===== config.mk =====
export PLATFORM = sky130hd
export DESIGN_NAME = tc_timer1
export DESIGN_NICKNAME = d
export VERILOG_FILES = /design/src/verilog/tc_pkg.sv /design/src/verilog/tc_timer1.sv
export SDC_FILE = /design/constraint.sdc
export NUM_CORES = 1
export LEC_CHECK = 0
export BUFFER_PORTS_ARGS = -buffer_cell sky130_fd_sc_hd__buf_2
export CAP_MARGIN = 20
export CORE_ASPECT_RATIO = 0.7
export CORE_MARGIN = 3
export CORE_UTILIZATION = 50
export CTS_CLUSTER_DIAMETER = 50
export DETAILED_ROUTE_END_ITERATION = 8
export PLACE_DENSITY = 0.88
export SYNTH_ARGS = -nofsm -noshare
export SYNTH_HDL_FRONTEND = slang
export SYNTH_SLANG_ARGS = --single-unit

===== constraint.sdc =====
create_clock -name ref_clk -period 2.64 [get_ports ref_clk]
set_clock_uncertainty 0.15 [all_clocks]
set_input_delay 0.396 -clock ref_clk [delete_from_list [all_inputs] [get_ports ref_clk]]
set_output_delay 0.396 -clock ref_clk [all_outputs]
set_load 0.05 [all_outputs]

===== src/verilog/tc_pkg.sv =====
// Purpose: Shared constants for the second 8-bit timer/counter.
// Assumes: Register indices sit on an AXI4-Lite bus, byte address = 4 * index.
// Notes:   Field positions and reset values are named here and nowhere else.
package tc_pkg;
  // ==========================================================================
  // Register indices and bus geometry.
  // ==========================================================================
  localparam int         ADDR_W  = 12;        // Byte address width.
  localparam logic [9:0] IDX_CFG = 10'h0d8;   // Shared timer configuration.
  localparam logic [9:0] IDX_MOD = 10'h0dc;   // Timer mode register.
  localparam logic [9:0] IDX_CNT = 10'h0dd;   // Count register.
  localparam logic [9:0] IDX_RLD = 10'h0de;   // Reload register, write only.
  localparam logic [9:0] IDX_IRQ = 10'h0e0;   // Enable and request flags.
  localparam logic [1:0] RESP_OK  = 2'h0;     // OKAY answer.
  localparam logic [1:0] RESP_ERR = 2'h2;     // SLVERR answer for holes.
  // ==========================================================================
  // Field positions.
  // ==========================================================================
  localparam int CFG_FAST  = 3;               // Fast-source select.
  localparam int MOD_RUN   = 7;               // Timer run bit.
  localparam int MOD_RATE  = 4;               // Divider code, low bit.
  localparam int MOD_EXT   = 3;               // External source bit.
  localparam int MOD_ALOAD = 2;               // Reload enable bit.
  localparam int MOD_TOG   = 1;               // Toggle output bit.
  localparam int MOD_PWM   = 0;               // PWM enable bit.
  localparam int IRQ_EN    = 0;               // Timer interrupt enable.
  localparam int IRQ_FLAG  = 1;               // Timer interrupt request flag.
  localparam int IRQ_PIN   = 2;               // Event pin request flag.
  // ==========================================================================
  // Reset values and divider masks.
  // ==========================================================================
  localparam logic [7:0] CFG_RST  = 8'h00;
  localparam logic [7:0] MOD_RST  = 8'h00;
  localparam logic [7:0] CNT_RST  = 8'h00;
  localparam logic [7:0] RLD_RST  = 8'h00;
  localparam logic [7:0] CPU_MASK = 8'hff;    // Code 000 divides by 256.
  localparam logic [7:0] OSC_MASK = 8'h7f;    // Code 000 divides by 128.
  localparam logic [7:0] BND_256  = 8'hff;    // Boundaries of the count.
  localparam logic [7:0] BND_64   = 8'h3f;
  localparam logic [7:0] BND_32   = 8'h1f;
  localparam logic [7:0] BND_16   = 8'h0f;
endpackage : tc_pkg


===== src/verilog/tc_timer1.sv =====
// Purpose: Second 8-bit up timer/counter with buzzer and PWM output.
// Assumes: cpu_tick and osc_tick are one-cycle enables on ref_clk.
// Notes:   Registers are reached over AXI4-Lite, one word per register.
// Summary of operation
// (RL1) Fast select 0: CPU tick divided 256..2.
// (RL2) Fast select 1: oscillator tick divided 128..1.
// (RL3) Fast select is config bit 3, reset 0.
// (RL4) Run bit low stops count, buzzer, PWM.
// (RL5) External source ignores divider and fast select.
// (RL6) External mode keeps event pin flag zero.
// (RL7) Eight-bit count register, wraps every 256.
// (RL8) Software presets count as 256 minus interval.
// (RL9) Overflow with reload copies reload into count.
// (RL10) PWM forces reload; reload and toggle bits pick boundary.
// (RL11) PWM boundary 255, 63, 31 or 15.
// (RL12) Software computes reload from boundary number.
// (RL13) Toggle output runs at half overflow rate.
// (RL14) Toggle output takes the port bit over.
// (RL15) Software keeps PWM off while buzzer used.
// (RL16) Software stops timer before reconfiguring it.
// (RL17) Overflow keeps counting and sets request flag.
// (RL18) Reload bit one enables reload outside PWM.
// (RL19) External mode counts falling pin edges.
// (RL20) PWM high while count below reload.
// (RL21) Count increments per tick, wraps at boundary.
// (RL22) Count write replaces count next cycle.
//
// Implementation choice: the AXI4-Lite register port.
module tc_timer1 import tc_pkg::*; (
  // Clock and reset.
  input  wire logic              ref_clk,
  input  wire logic              rst,
  // Time bases from the clock generator.
  input  wire logic              cpu_tick,
  input  wire logic              osc_tick,
  // External event pin.
  input  wire logic              event_in,
  // Port bit and request flags.
  output logic                   port_bit_q,
  output logic                   port_owned_q,
  output logic                   timer_irq_flag_q,
  output logic                   timer_irq_enable_q,
  output logic                   event_pin_irq_flag_q,
  // AXI4-Lite slave.
  input  wire logic [ADDR_W-1:0] s_axi_awaddr,
  input  wire logic              s_axi_awvalid,
  output logic                   s_axi_awready,
  input  wire logic [31:0]       s_axi_wdata,
  input  wire logic [3:0]        s_axi_wstrb,
  input  wire logic              s_axi_wvalid,
  output logic                   s_axi_wready,
  output logic [1:0]             s_axi_bresp,
  output logic                   s_axi_bvalid,
  input  wire logic              s_axi_bready,
  input  wire logic [ADDR_W-1:0] s_axi_araddr,
  input  wire logic              s_axi_arvalid,
  output logic                   s_axi_arready,
  output logic [31:0]            s_axi_rdata,
  output logic [1:0]             s_axi_rresp,
  output logic                   s_axi_rvalid,
  input  wire logic              s_axi_rready
);
  // ==========================================================================
  // Declarations.
  // ==========================================================================
  logic [ADDR_W-1:0] awaddr_q;     // Held write address.
  logic [7:0]        wdata_q;      // Held write byte.
  logic              wstrb_q;      // Held lane 0 strobe.
  logic [7:0]        cfg_q;        // Shared configuration register.
  logic [7:0]        mode_q;       // Timer mode register.
  logic [7:0]        cnt_q;        // Count register.
  logic [7:0]        rld_q;        // Reload register.
  logic [7:0]        pre_cpu_q;    // CPU tick prescaler.
  logic [7:0]        pre_osc_q;    // Oscillator tick prescaler.
  logic [2:0]        evt_q;        // Pin synchroniser and edge stage.
  logic              wr_en;        // Both halves of a write are held.
  logic [9:0]        wr_idx;       // Word index of the write.
  logic [9:0]        rd_idx;       // Word index of the read.
  logic              cnt_wr;       // Software writes the count.
  logic              run;          // Timer is enabled.
  logic              ext;          // External event mode.
  logic              pwm;          // PWM mode.
  logic              tog;          // Buzzer mode, only outside PWM.
  logic              fall;         // Falling edge seen on the pin.
  logic              tick;         // Selected count tick.
  logic              reload_on;    // Reload applies at overflow.
  logic [7:0]        bound;        // Last count before overflow.
  logic              ovf;          // Overflow in this cycle.
  logic [7:0]        cpu_mask, osc_mask;  // Divider masks for the two time bases.
  assign wr_en  = !s_axi_awready && !s_axi_wready && !s_axi_bvalid;
  assign wr_idx = awaddr_q[ADDR_W-1:2];
  assign rd_idx = s_axi_araddr[ADDR_W-1:2];
  assign cnt_wr = wr_en && wstrb_q && (wr_idx == IDX_CNT);
  assign run    = mode_q[MOD_RUN];
  assign ext    = mode_q[MOD_EXT];
  assign pwm    = mode_q[MOD_PWM];
  assign tog    = mode_q[MOD_TOG] && !pwm;
  // The first synchroniser stage evt_q[0] feeds only evt_q[1].
  assign fall   = !evt_q[1] && evt_q[2];
  // ==========================================================================
  // Tick selection.
  // ==========================================================================
  // Prescalers run free so a rate change needs no restart; the cost is that
  // the first tick after a change may come early.
  assign cpu_mask = CPU_MASK >> mode_q[MOD_RATE +: 3];
  assign osc_mask = OSC_MASK >> mode_q[MOD_RATE +: 3];
  always_comb begin
    if (!run) begin
      tick = 1'b0;                                       // RL4
    end else if (ext) begin
      tick = fall;                                       // RL5 RL19
    end else if (cfg_q[CFG_FAST]) begin
      tick = osc_tick && ((pre_osc_q & osc_mask) == osc_mask);  // RL2
    end else begin
      tick = cpu_tick && ((pre_cpu_q & cpu_mask) == cpu_mask);  // RL1
    end
  end
  // PWM forces reload and reuses the reload and toggle bits as a size.
  assign reload_on = pwm || mode_q[MOD_ALOAD];           // RL10 RL18
  // Outside PWM the count always runs the full eight bits.
  always_comb begin
    case ({pwm, mode_q[MOD_ALOAD], mode_q[MOD_TOG]})     // RL11
      3'b101:  bound = BND_64;
      3'b110:  bound = BND_32;
      3'b111:  bound = BND_16;
      default: bound = BND_256;                          // RL7
    endcase
  end
  assign ovf = tick && (cnt_q == bound);
  // Prescaler counters advance on their own time base.
  always_ff @(posedge ref_clk) begin
    if (rst) begin
      pre_cpu_q <= 8'h00;
      pre_osc_q <= 8'h00;
    end else begin
      if (cpu_tick) begin
        pre_cpu_q <= pre_cpu_q + 8'h01;
      end
      if (osc_tick) begin
        pre_osc_q <= pre_osc_q + 8'h01;
      end
    end
  end
  // Pin synchroniser plus one stage for edge detection.
  always_ff @(posedge ref_clk) begin
    if (rst) begin
      evt_q <= 3'h7;
    end else begin
      evt_q <= {evt_q[1:0], event_in};
    end
  end
  // ==========================================================================
  // Counter.
  // ==========================================================================
  // A software write wins over counting so a preset is never lost.
  always_ff @(posedge ref_clk) begin
    if (rst) begin
      cnt_q <= CNT_RST;
    end else if (cnt_wr) begin
      cnt_q <= wdata_q;                                  // RL22
    end else if (ovf) begin
      cnt_q <= reload_on ? rld_q : 8'h00;                // RL9 RL21
    end else if (tick) begin
      cnt_q <= cnt_q + 8'h01;                            // RL21
    end
  end
  // ==========================================================================
  // Port bit.
  // ==========================================================================
  // Buzzer toggles per overflow; PWM compares; a stopped timer drives low.
  always_ff @(posedge ref_clk) begin
    if (rst) begin
      port_bit_q   <= 1'b0;
      port_owned_q <= 1'b0;
    end else begin
      port_owned_q <= tog || pwm;                        // RL14
      if (!run) begin
        port_bit_q <= 1'b0;                              // RL4
      end else if (pwm) begin
        port_bit_q <= cnt_q < rld_q;                     // RL20
      end else if (tog && ovf) begin
        port_bit_q <= !port_bit_q;                       // RL13
      end else if (!tog) begin
        port_bit_q <= 1'b0;
      end
    end
  end
  // ==========================================================================
  // Registers and flags.
  // ==========================================================================
  always_ff @(posedge ref_clk) begin
    if (rst) begin
      cfg_q  <= CFG_RST;                                 // RL3
      mode_q <= MOD_RST;
      rld_q  <= RLD_RST;
    end else if (wr_en && wstrb_q) begin
      if (wr_idx == IDX_CFG) cfg_q <= wdata_q;           // RL3
      if (wr_idx == IDX_MOD) mode_q <= wdata_q;
      if (wr_idx == IDX_RLD) rld_q <= wdata_q;
    end
  end
  // Hardware set wins over a software clear in the same cycle.
  always_ff @(posedge ref_clk) begin
    if (rst) begin
      timer_irq_flag_q     <= 1'b0;
      timer_irq_enable_q   <= 1'b0;
      event_pin_irq_flag_q <= 1'b0;
    end else begin
      if (wr_en && wstrb_q && wr_idx == IDX_IRQ) begin
        timer_irq_enable_q <= wdata_q[IRQ_EN];
      end
      if (ovf) begin
        timer_irq_flag_q <= 1'b1;                        // RL17
      end else if (wr_en && wstrb_q && wr_idx == IDX_IRQ) begin
        timer_irq_flag_q <= wdata_q[IRQ_FLAG];
      end
      if (ext) begin
        event_pin_irq_flag_q <= 1'b0;                    // RL6
      end else if (fall) begin
        event_pin_irq_flag_q <= 1'b1;
      end else if (wr_en && wstrb_q && wr_idx == IDX_IRQ) begin
        event_pin_irq_flag_q <= wdata_q[IRQ_PIN];
      end
    end
  end
  // ==========================================================================
  // AXI4-Lite write channels.
  // ==========================================================================
  // Ready high means the holding slot is empty; each half is taken alone.
  always_ff @(posedge ref_clk) begin
    if (rst) begin
      s_axi_awready <= 1'b1;
      s_axi_wready  <= 1'b1;
      s_axi_bvalid  <= 1'b0;
      s_axi_bresp   <= RESP_OK;
      awaddr_q      <= '0;
      wdata_q       <= 8'h00;
      wstrb_q       <= 1'b0;
    end else begin
      if (s_axi_awvalid && s_axi_awready) begin
        s_axi_awready <= 1'b0;
        awaddr_q      <= s_axi_awaddr;
      end
      if (s_axi_wvalid && s_axi_wready) begin
        s_axi_wready <= 1'b0;
        wdata_q      <= s_axi_wdata[7:0];
        wstrb_q      <= s_axi_wstrb[0];
      end
      if (wr_en) begin
        s_axi_bvalid <= 1'b1;
        s_axi_bresp  <= (wr_idx == IDX_CFG || wr_idx == IDX_MOD || wr_idx == IDX_CNT ||
                         wr_idx == IDX_RLD || wr_idx == IDX_IRQ) ? RESP_OK : RESP_ERR;
      end else if (s_axi_bvalid && s_axi_bready) begin
        s_axi_bvalid  <= 1'b0;
        s_axi_awready <= 1'b1;
        s_axi_wready  <= 1'b1;
      end
    end
  end
  // ==========================================================================
  // AXI4-Lite read channels.
  // ==========================================================================
  // The reload register is write only and reads as zero.
  always_ff @(posedge ref_clk) begin
    if (rst) begin
      s_axi_arready <= 1'b1;
      s_axi_rvalid  <= 1'b0;
      s_axi_rdata   <= 32'h0000_0000;
      s_axi_rresp   <= RESP_OK;
    end else if (s_axi_arvalid && s_axi_arready) begin
      s_axi_arready <= 1'b0;
      s_axi_rvalid  <= 1'b1;
      s_axi_rresp   <= RESP_OK;
      case (rd_idx)
        IDX_CFG: s_axi_rdata <= {24'h0, cfg_q};
        IDX_MOD: s_axi_rdata <= {24'h0, mode_q};
        IDX_CNT: s_axi_rdata <= {24'h0, cnt_q};
        IDX_RLD: s_axi_rdata <= 32'h0000_0000;
        IDX_IRQ: s_axi_rdata <= {29'h0, event_pin_irq_flag_q, timer_irq_flag_q, timer_irq_enable_q};
        default: begin
          s_axi_rdata <= 32'h0000_0000;
          s_axi_rresp <= RESP_ERR;
        end
      endcase
    end else if (s_axi_rvalid && s_axi_rready) begin
      s_axi_rvalid  <= 1'b0;
      s_axi_arready <= 1'b1;
    end
  end
  // ==========================================================================
  // Assertions.
  // ==========================================================================
  property p_cpu_src;
    @(posedge ref_clk) disable iff (rst) (tick && !ext && !cfg_q[CFG_FAST]) |-> cpu_tick;
  endproperty
  a_cpu_src: assert property (p_cpu_src) else $error("tick without cpu base"); // RL1
  property p_osc_src;
    @(posedge ref_clk) disable iff (rst) (tick && !ext && cfg_q[CFG_FAST]) |-> osc_tick;
  endproperty
  a_osc_src: assert property (p_osc_src) else $error("tick without osc base"); // RL2
  property p_ext_src;
    @(posedge ref_clk) disable iff (rst) (tick && ext) |-> (!evt_q[1] && evt_q[2]);
  endproperty
  a_ext_src: assert property (p_ext_src) else $error("event tick without edge"); // RL19
  property p_stop;
    @(posedge ref_clk) disable iff (rst) (!run && !cnt_wr) |=> ($stable(cnt_q) && !port_bit_q);
  endproperty
  a_stop: assert property (p_stop) else $error("stopped timer moved"); // RL4
  property p_ovf_irq;
    @(posedge ref_clk) disable iff (rst) ovf |=> timer_irq_flag_q;
  endproperty
  a_ovf_irq: assert property (p_ovf_irq) else $error("overflow lost"); // RL17
  property p_reload;
    @(posedge ref_clk) disable iff (rst) (ovf && reload_on && !cnt_wr) |=> cnt_q == $past(rld_q);
  endproperty
  a_reload: assert property (p_reload) else $error("reload not copied"); // RL9
  property p_wrap;
    @(posedge ref_clk) disable iff (rst) (ovf && !reload_on && !cnt_wr) |=> cnt_q == 8'h00;
  endproperty
  a_wrap: assert property (p_wrap) else $error("no wrap to zero"); // RL7
  property p_pwm;
    @(posedge ref_clk) disable iff (rst) (run && pwm) |=> port_bit_q == ($past(cnt_q) < $past(rld_q));
  endproperty
  a_pwm: assert property (p_pwm) else $error("pwm level wrong"); // RL20
  property p_pin_flag;
    @(posedge ref_clk) disable iff (rst) ext |=> !event_pin_irq_flag_q;
  endproperty
  a_pin_flag: assert property (p_pin_flag) else $error("pin flag in event mode"); // RL6
  property p_cnt_wr;
    @(posedge ref_clk) disable iff (rst) cnt_wr |=> cnt_q == $past(wdata_q);
  endproperty
  a_cnt_wr: assert property (p_cnt_wr) else $error("count write lost"); // RL22
  property p_toggle;
    @(posedge ref_clk) disable iff (rst) (run && tog && ovf) |=> port_bit_q != $past(port_bit_q);
  endproperty
  a_toggle: assert property (p_toggle) else $error("buzzer missed toggle"); // RL13
  property p_pwm_bound;
    @(posedge ref_clk) disable iff (rst) (tick && pwm && &mode_q[MOD_TOG +: 2]) |-> (ovf == (cnt_q == 8'h0f));
  endproperty
  a_pwm_bound: assert property (p_pwm_bound) else $error("pwm boundary wrong"); // RL11
endmodule : tc_timer1


* Word-level counts from Yosys, hierarchy flattened
Index checks and enable logic that the tools add are counted.
Cells by class: $add $sub $neg 3, order comparisons 1, eq/ne operators 17, shifts and indexed selects 2, muxes and demuxes 30, bitwise logic cells 3, reduce and logical (&&, ||, !) cells 39
Operators by type and width (number):
- equality test 10 x 8 -> 1 bit, second input constant | 10
- two-way mux 8 bit | 4
- case mux 8 bit (4 select lines) | 1
- adder 8 x 1 -> 8 bit, second input constant | 3
- equality test 8 bit | 3
- case mux 8 bit (3 select lines) | 1
- two-way mux 1 bit | 22
- AND 8 bit | 2
- logical AND 1 bit | 16
- equality test 3 bit, second input constant | 3
- less-than comparator 8 bit | 1
- nonzero test 2 bit | 4
- >> shifter 7 x 3 -> 8 bit, first input constant | 1
- >> shifter 8 x 3 -> 8 bit, first input constant | 1
- zero test 1 bit | 6
- logical OR 1 bit | 6
- AND reduction 2 bit | 3
- OR reduction 5 bit | 1
- two-way mux 2 bit | 2
- OR reduction 2 bit | 2
- != test 3 x 2 -> 1 bit, second input constant | 1
- nonzero test 3 bit | 1
- NOT 1 bit | 1
Word-level totals: bits in registers 118, input bits 70, output and inout bits 46, logic and storage cells 118

* Logic depth before layout (Yosys ltp)
Gate-level depths: netlist (run 1).
depth after elaboration 11, depth in mapped cells 8, mapped depth without buffers 7

* Worst setup path before layout (run 1)
Ideal clock, no wire load.
path type register to register, from register s_axi_bvalid, to register rld_q[0], library setup time 128 ps, arrival 1878 ps, data required time 2362 ps, path slack 484 ps, cell stages (with the launch flop) 8, buffers on the path 1, clock period less this slack 2156 ps, path through dfxtp_1 > nor3_2 > and3_1 > nand3_1 > or3b_1 > buf_2 > mux2i_1 > nor2_1
On the way: cells in the longest elaborated chain, start to end 4
RTL lines:
- start: declaration | line tc_timer1.sv:53 | output logic s_axi_bvalid,
- start signal: assignment | line tc_timer1.sv:234 | s_axi_bvalid <= 1'b0;
- start signal: assignment | line tc_timer1.sv:250 | s_axi_bvalid <= 1'b1;
- start signal: assignment | line tc_timer1.sv:254 | s_axi_bvalid <= 1'b0;
- zero test 1 bit | line tc_timer1.sv:90 | assign wr_en = !s_axi_awready && !s_axi_wready && !s_axi_bvalid;
- logical AND 1 bit | line tc_timer1.sv:90
- logical AND 1 bit | line tc_timer1.sv:196 | end else if (wr_en && wstrb_q) begin
- AND reduction 2 bit (no source line)
- end signal: assignment | line tc_timer1.sv:199 | if (wr_idx == IDX_RLD) rld_q <= wdata_q;
- end: declaration | line tc_timer1.sv:72 | logic [7:0] rld_q;
Every way passes these cells. A chain may end at the register's enable or synchronous reset.

* Final worst setup path (run 1)
from register s_axi_bvalid, to register rld_q[4]
Same word-level chain as after synthesis.

==> results.md, run 1 <==
- Netlist cell types: 60
- Gr usage total: a little over a fifth
- Most frequent cell after synthesis: dfxtp_1
- Final Setup Violations: 0
- Syn. warnings: 0
- Synth area leaders: dfxtp_1 40%, mux2i_1 9.6%, nand2_1 5.4%, nor2_1 4.9%, buf_4 4.6%
- Fin. Hold Viols: 0
- Synth Instances: approximately 500
- CP Capture Type: flop
- Critical path class: flop to flop
- Input/output buffers: 58
- CTS tree: yes
- Final period util: roughly 83%
- Share of cells above drive strength 1: between 15 and 20%
- Avg Inst Size Synth: around 8.7 µm²
- Fraction of the yosys area taken by sequential cells: between 40% and 50%
- Hold slack: between 100 and 150 ps
- Pin count of the biggest net entering global routing: a little under 80
- First-pass DRT Iterations: 6
- Final core area utilization: about three fifths
- Leak: ~2.1 nW
- Synth cell count leaders: 89 x dfxtp_1, 63 x nand2_1, 58 x nor2_1
- Post-synth EDFFs: 0
- Core area: between 8000 and 9000 µm²
- Least-Margin Pin Slew: about 660 ps
- Clock Path Buffers: 2
- Rel. slew slack: 56.1%
- Setup tns final: 0 ps
- Yosys reg bits: between 80 and 90
- Crit path DAT: roughly 2300 ps
- Synthesized area: 4400 µm²
- Async SR Flop Fraction: 0%
- Ys flop type: dfxtp_1
- Routability congestion estimate: 0.961
- Initial antenna violation count: 0
- N_diodes: 0
- Status: finished, final reports clean
- # resized after CTS: 0
- Worst Path Required: ~2700 ps
- # Max-Cap Violations: 0
- Clock Root Buffer: clkbuf_16
- Num CTS Buffers: 9
- Site Rows: 27
- ANT nets after route: 0
- Top-area cell type share of the netlist area: roughly two fifths
- Io pins: between 100 and 150
- DR iter-0 viols: between 300 and 400
- Setup bufs post-CTS: 0
- Htree depth: 3
- Post-layout minimum cycle time: roughly 2200 ps
- # DRC: 0
- DRT Wirelength: just over 10 mm
- Die W: 118 µm
- Total Power: 2.93 mW
- Die height: 84.5 µm
- DR vias: between 3k and 4k
- Hold Buf Count CTS: 0
- Pwr/cell area: 590 nW/µm²
- Overflow after GRT: 0
- VDD IR max: around 0.46 mV
- Clk pin slew, worst setup/hold paths: around 60 ps
- Routed WL per cell: 15.3 µm
- DP HPWL: 7.43 mm
- Hold/Removal Path Class: input port to flop
- CTS sink count: 89
- Fmax achieved: 454 MHz
- Crit path launch type: flop
- Vias in the first global route: about 3.5k
- Max-slew violation count: 0
- Area Overhead vs Synth: 12.7%
- RSZ-0062 raised after global routing: false
- Initial Util: between 50% and 60%
- Global-route wire length before repair: ~17 mm
- CP max FO: 8
- Layout net count: 639
- Via-to-Cell Ratio: between 5 and 6
- Die area: 9980 µm²
- Yosys top cell by area: dfxtp_1
- Worst-skew pair later-pin latency: 340 ps
-- kinds of logic after synthesis --
group,after synthesis,synth area share [%]
fa+ha+maj,11,3.07
mux,42,9.55
buf+inv,66,8.67
other cells,1,0.0852
compound gates,102,15.8
simple gates,178,18.9
flops,89,40.5
xor+xnor,17,3.38
-- critical path, stage by stage (launching register included) --
cell and delay, ps:
dfxtp_1 340, nor3_2 290, and3_1 250, nand3_1 140
or3b_1 620, mux2i_1 240, nor2_1 50
-- layout make-up --
cell class,count,area (µm²)
sequential,89,1780
clock buffer,13,260
fill,715,3250
inverter,17,63.8
tap,116,145
timing repair buffer,66,363
multi-input combinational,376,2330
clock inverter,3,15.0
-- per-stage QoR --
stage                     std cells  cell area [µm²]  worst slack, ps
after floorplan                 531             4490              484
after global placement          664             4680              442
after detailed placement        664             4680              390
after CTS                       680             4960              417
after global routing            680             4960              251
final                           680             4960              438
-- metal layers --
metal | vias up | track usage (%) | routed length, µm
li1 | 1834 | - | -
met1 | 1787 | 28.7 | 4730
met2 | 153 | 32.8 | 4660
met3 | 9 | 6.67 | 934
met4 | 0 | 3.83 | 57
met5 | - | 0 | 0
-- registers in the layout (all words and copies together), names as in the netlist, 3 cells and up --
register and cells:
wdata_q 8, awaddr_q 10, cfg_q 8, cnt_q 8, pre_osc_q 7, evt_q 3, rld_q 8, s_axi_rdata 8
pre_cpu_q 8, mode_q 8
-- power by group --
group / switching, mW / internal (mW) / leakage [nW]
sequential: 0.0439 / 1.39 / 0.724
clock: 0.488 / 0.684 / 0.139
combinational: 0.245 / 0.0800 / 1.28
-- layout by cell type (no fill, tap or decap), drive strengths merged, types with 13 or more instances in the layout --
master	synthesis	layout
dfxtp	89	89
nand2	64	64
conb	1	26
o21ai	19	19
clkbuf	11	13
xor2	13	13
mux2i	42	42
nand3	15	15
buf	38	66
a21oi	33	33
nor2	59	59
inv	17	17
-- path summary, 6_finish.rpt --
kind                start  endpoint  slack (ps)  cells after the start
max          s_axi_bvalid  rld_q[4]         440                      6
min              event_in  evt_q[0]         100                      2
min reg2reg      evt_q[0]  evt_q[1]         280                      1
max reg2reg  s_axi_bvalid  rld_q[4]         440                      6
Note: power is estimated with default switching activity, not from simulation.
==> run 2, diff against run 1 <==
--- a/config.mk
+++ b/config.mk
@@ -5,6 +5,7 @@
 export SDC_FILE = /design/constraint.sdc
 export NUM_CORES = 1
 export LEC_CHECK = 0
+export ABC_AREA = 1
 export BUFFER_PORTS_ARGS = -buffer_cell sky130_fd_sc_hd__buf_2
 export CAP_MARGIN = 20
 export CORE_ASPECT_RATIO = 0.7
==> constraint.sdc (replaced) <==
create_clock -name ref_clk -period 2.1 [get_ports ref_clk]
set_clock_uncertainty 0.15 [all_clocks]
set_input_delay 0.315 -clock ref_clk [delete_from_list [all_inputs] [get_ports ref_clk]]
set_output_delay 0.315 -clock ref_clk [all_outputs]
set_load 0.05 [all_outputs]
==> run 2 against run 1 <==
  * Count of clock-buffer cells in the layout shrank 3
  * Total power grew 33%
  * Largest cell class unchanged
  * Critical path depth rose by 1
  * Combinational power increased by 16%
  * Final area rose by 6.8%
  * Non-clock buffer count is 1 higher
  * Cell count grew 24%
  * Critical endpoint is now cnt_q[6]
==> results.md, run 2 <==
- Max-slew violation count: 0
- Fin cells: between 800 and 900
- CP bufs+invs: 0
- Status: finished, final reports clean
- Mux cell area share after synthesis: 0%
- DP HPWL: about 8.7 mm
- Fraction of the yosys area taken by sequential cells: 38.4%
- Share of cells above drive strength 1: between 10% and 20%
- Input/output buffers: between 50 and 60
- Pin count of the biggest net entering global routing: approximately 50
- Largest family of logic cells by synthesized area: simple AND/OR/NAND/NOR gates
- Async SR Flop Fraction: 0%
- CP max FO: 8
- Largest register by flop count: awaddr_q
- Yosys reg bits: 89
- Top-area cell type share of the netlist area: 38.4%
- Fin. Hold Viols: 0
- Synth cell count leaders: 120 x nand2_1, 89 x dfxtp_1, 87 x inv_1
- Post-synth EDFFs: 0
- DP Worst Slack: 165 ps
- Critical path class: flop to flop
- Global-route wire length before repair: between 15 and 20 mm
- Fmax achieved: 501 MHz
- Final Setup Violations: 0
- Clk pin slew, worst setup/hold paths: 60 ps
- CP max stage delay: 510 ps
- Initial Util: ~53%
- Clock Path Buffers: 2
- Setup tns final: 0 ps
- Htree depth: 3
- Routability congestion estimate: 0.917
- Yosys top cell by area: dfxtp_1
- Most frequent cell after synthesis: nand2_1
- Hold/Removal Path Class: input port to flop
- Synth Instances: 659
- R2R Setup Slk: between 100 and 150 ps
- Final period util: around 95%
- Die height: 86.6 µm
- Num CTS Buffers: 9
- Max FFs per register: 10
- Fillers: 798
- Gr usage total: a little under a quarter
- Inst Count DP: around 830
- Post-layout minimum cycle time: between 1500 and 2000 ps
- Slowest CP cell: dfxtp_1
- Rel. slew slack: approximately two thirds
- Netlist cell types: 40
- Pwr/cell area: approximately 730 nW/µm²
- Crit path DAT: approximately 2100 ps
- Ys flop type: dfxtp_1
- DR iter-0 viols: roughly 430
- Layout net count: around 800
- Synth area leaders: dfxtp_1 38%, nand2_1 9.7%, inv_1 7.0%, a21oi_1 6.8%, nor2_1 6.4%
- Worst Path Required: 2230 ps
- Most common cell after layout, fill and taps aside: nand2_1
- Area Overhead vs Synth: 14.3%
- Clock Root Buffer: clkbuf_16
- Avg Inst Size Synth: 7.03 µm²
- Cell mode on critical path: nor2_1
- DRT Wirelength: about 12 mm
- Io pins: ~120
- Synthesized area: between 4000 and 5000 µm²
- Vias in the first global route: approximately 4k
- Worst-skew pair later-pin latency: 350 ps
- Setup WS post-layout: 105 ps
- Initial antenna violation count: 0
- Cell Chain, Critical Path: o21ai_0 > a21oi_1 > nand3b_1 > nor2_1 > nor2_1 > nand2_1 > a21oi_2
- Complex-gate fraction of the synthesized area: a little under a fifth
- VDD IR max: between 0.5 and 0.6 mV
- Die W: ~120 µm
- Core area: 8720 µm²
- N_diodes: 0
- Adder-Cell Fraction of Synth Area: under 10%
- Top cell family by delay on the critical path: simple AND/OR/NAND/NOR gates
- Least-Margin Pin Slew: 520 ps
- Via-to-Cell Ratio: between 5 and 6
- Leak: between 2 and 2.5 nW
- First-pass DRT Iterations: 7
- Total Power: a little under 4 mW
- CTS sink count: between 80 and 90
- Synth Area in XOR/XNOR: under 10%
- Post-synthesis simple-gate area fraction: approximately 26%
- DR vias: between 4k and 5k
- Routed WL per cell: approximately 14 µm
- Site Rows: 28
- CTS tree: yes
- CP Capture Type: flop
- RSZ-0062 raised after global routing: false
- # Max-Cap Violations: 0
- Die area: ~10000 µm²
- ANT nets after route: 0
- Commonest non-fill, non-tap cells in the layout: 119 x nand2_1, 89 x dfxtp_1, 86 x inv_1
- Overflow after GRT: 0
- Crit path launch type: flop
- # DRC: 0
- Syn. warnings: 0
## run 2: final cells by class
cell class | count | area (µm²) | share of cell area [%]
clock inverter | 6 | 91.3 | 1.72
clock buffer | 10 | 229 | 4.32
tap | 120 | 150 | 2.83
inverter | 94 | 353 | 6.66
multi-input combinational | 458 | 2330 | 44.0
sequential | 89 | 1780 | 33.6
timing repair buffer | 67 | 360 | 6.80
## run 2: per-stage QoR
stage	hold WS [ps]	utilization, %	cell area, µm²
after floorplan	239	-	4730
after global placement	241	56.8	4950
after detailed placement	255	56.8	4950
after CTS	37.6	60.5	5280
after global routing	47.7	60.7	5300
final	45.3	60.7	5300
## run 2: final timing paths
kind	end	startpoint	cells after the start
setup / recovery	cnt_q[6]	mode_q[0]	7
hold / removal	s_axi_awready	s_axi_awvalid	2
setup reg to reg	cnt_q[6]	mode_q[0]	7
hold reg to reg	evt_q[1]	evt_q[0]	1
## run 2: where the power goes
part	switching, mW	leakage (nW)	internal (mW)	total (mW)
clock network	0.682	0.145	1.05	1.73
registers	0.0447	0.724	1.74	1.78
logic	0.291	1.48	0.0866	0.378
total	1.02	2.35	2.87	3.89
## run 2: cell families (layout without fill, tap and decap cells)
family	Yosys count	in the layout
simple gates	268	268
compound gates	147	147
buf+inv	137	177
flops	89	89
fa+ha+maj	10	10
xor+xnor	7	7
other cells	1	26
## run 2: what timing repair did
item | 4_1_cts | 5_1_grt
gates resized for setup | 0 | 3
endpoints found under the hold margin | 1 | 0
hold buffers | 1 | 0
endpoints found under the setup margin | 0 | 6
buffers inserted | 0 | 1
## run 2: metal layers
metal | vias up | wire [µm] | GRT usage (%)
met4 | 0 | 192 | 7.72
li1 | 2206 | - | -
met1 | 2057 | 5120 | 31.2
met2 | 243 | 5220 | 36.1
met5 | - | 0 | 0
met3 | 22 | 1270 | 6.46
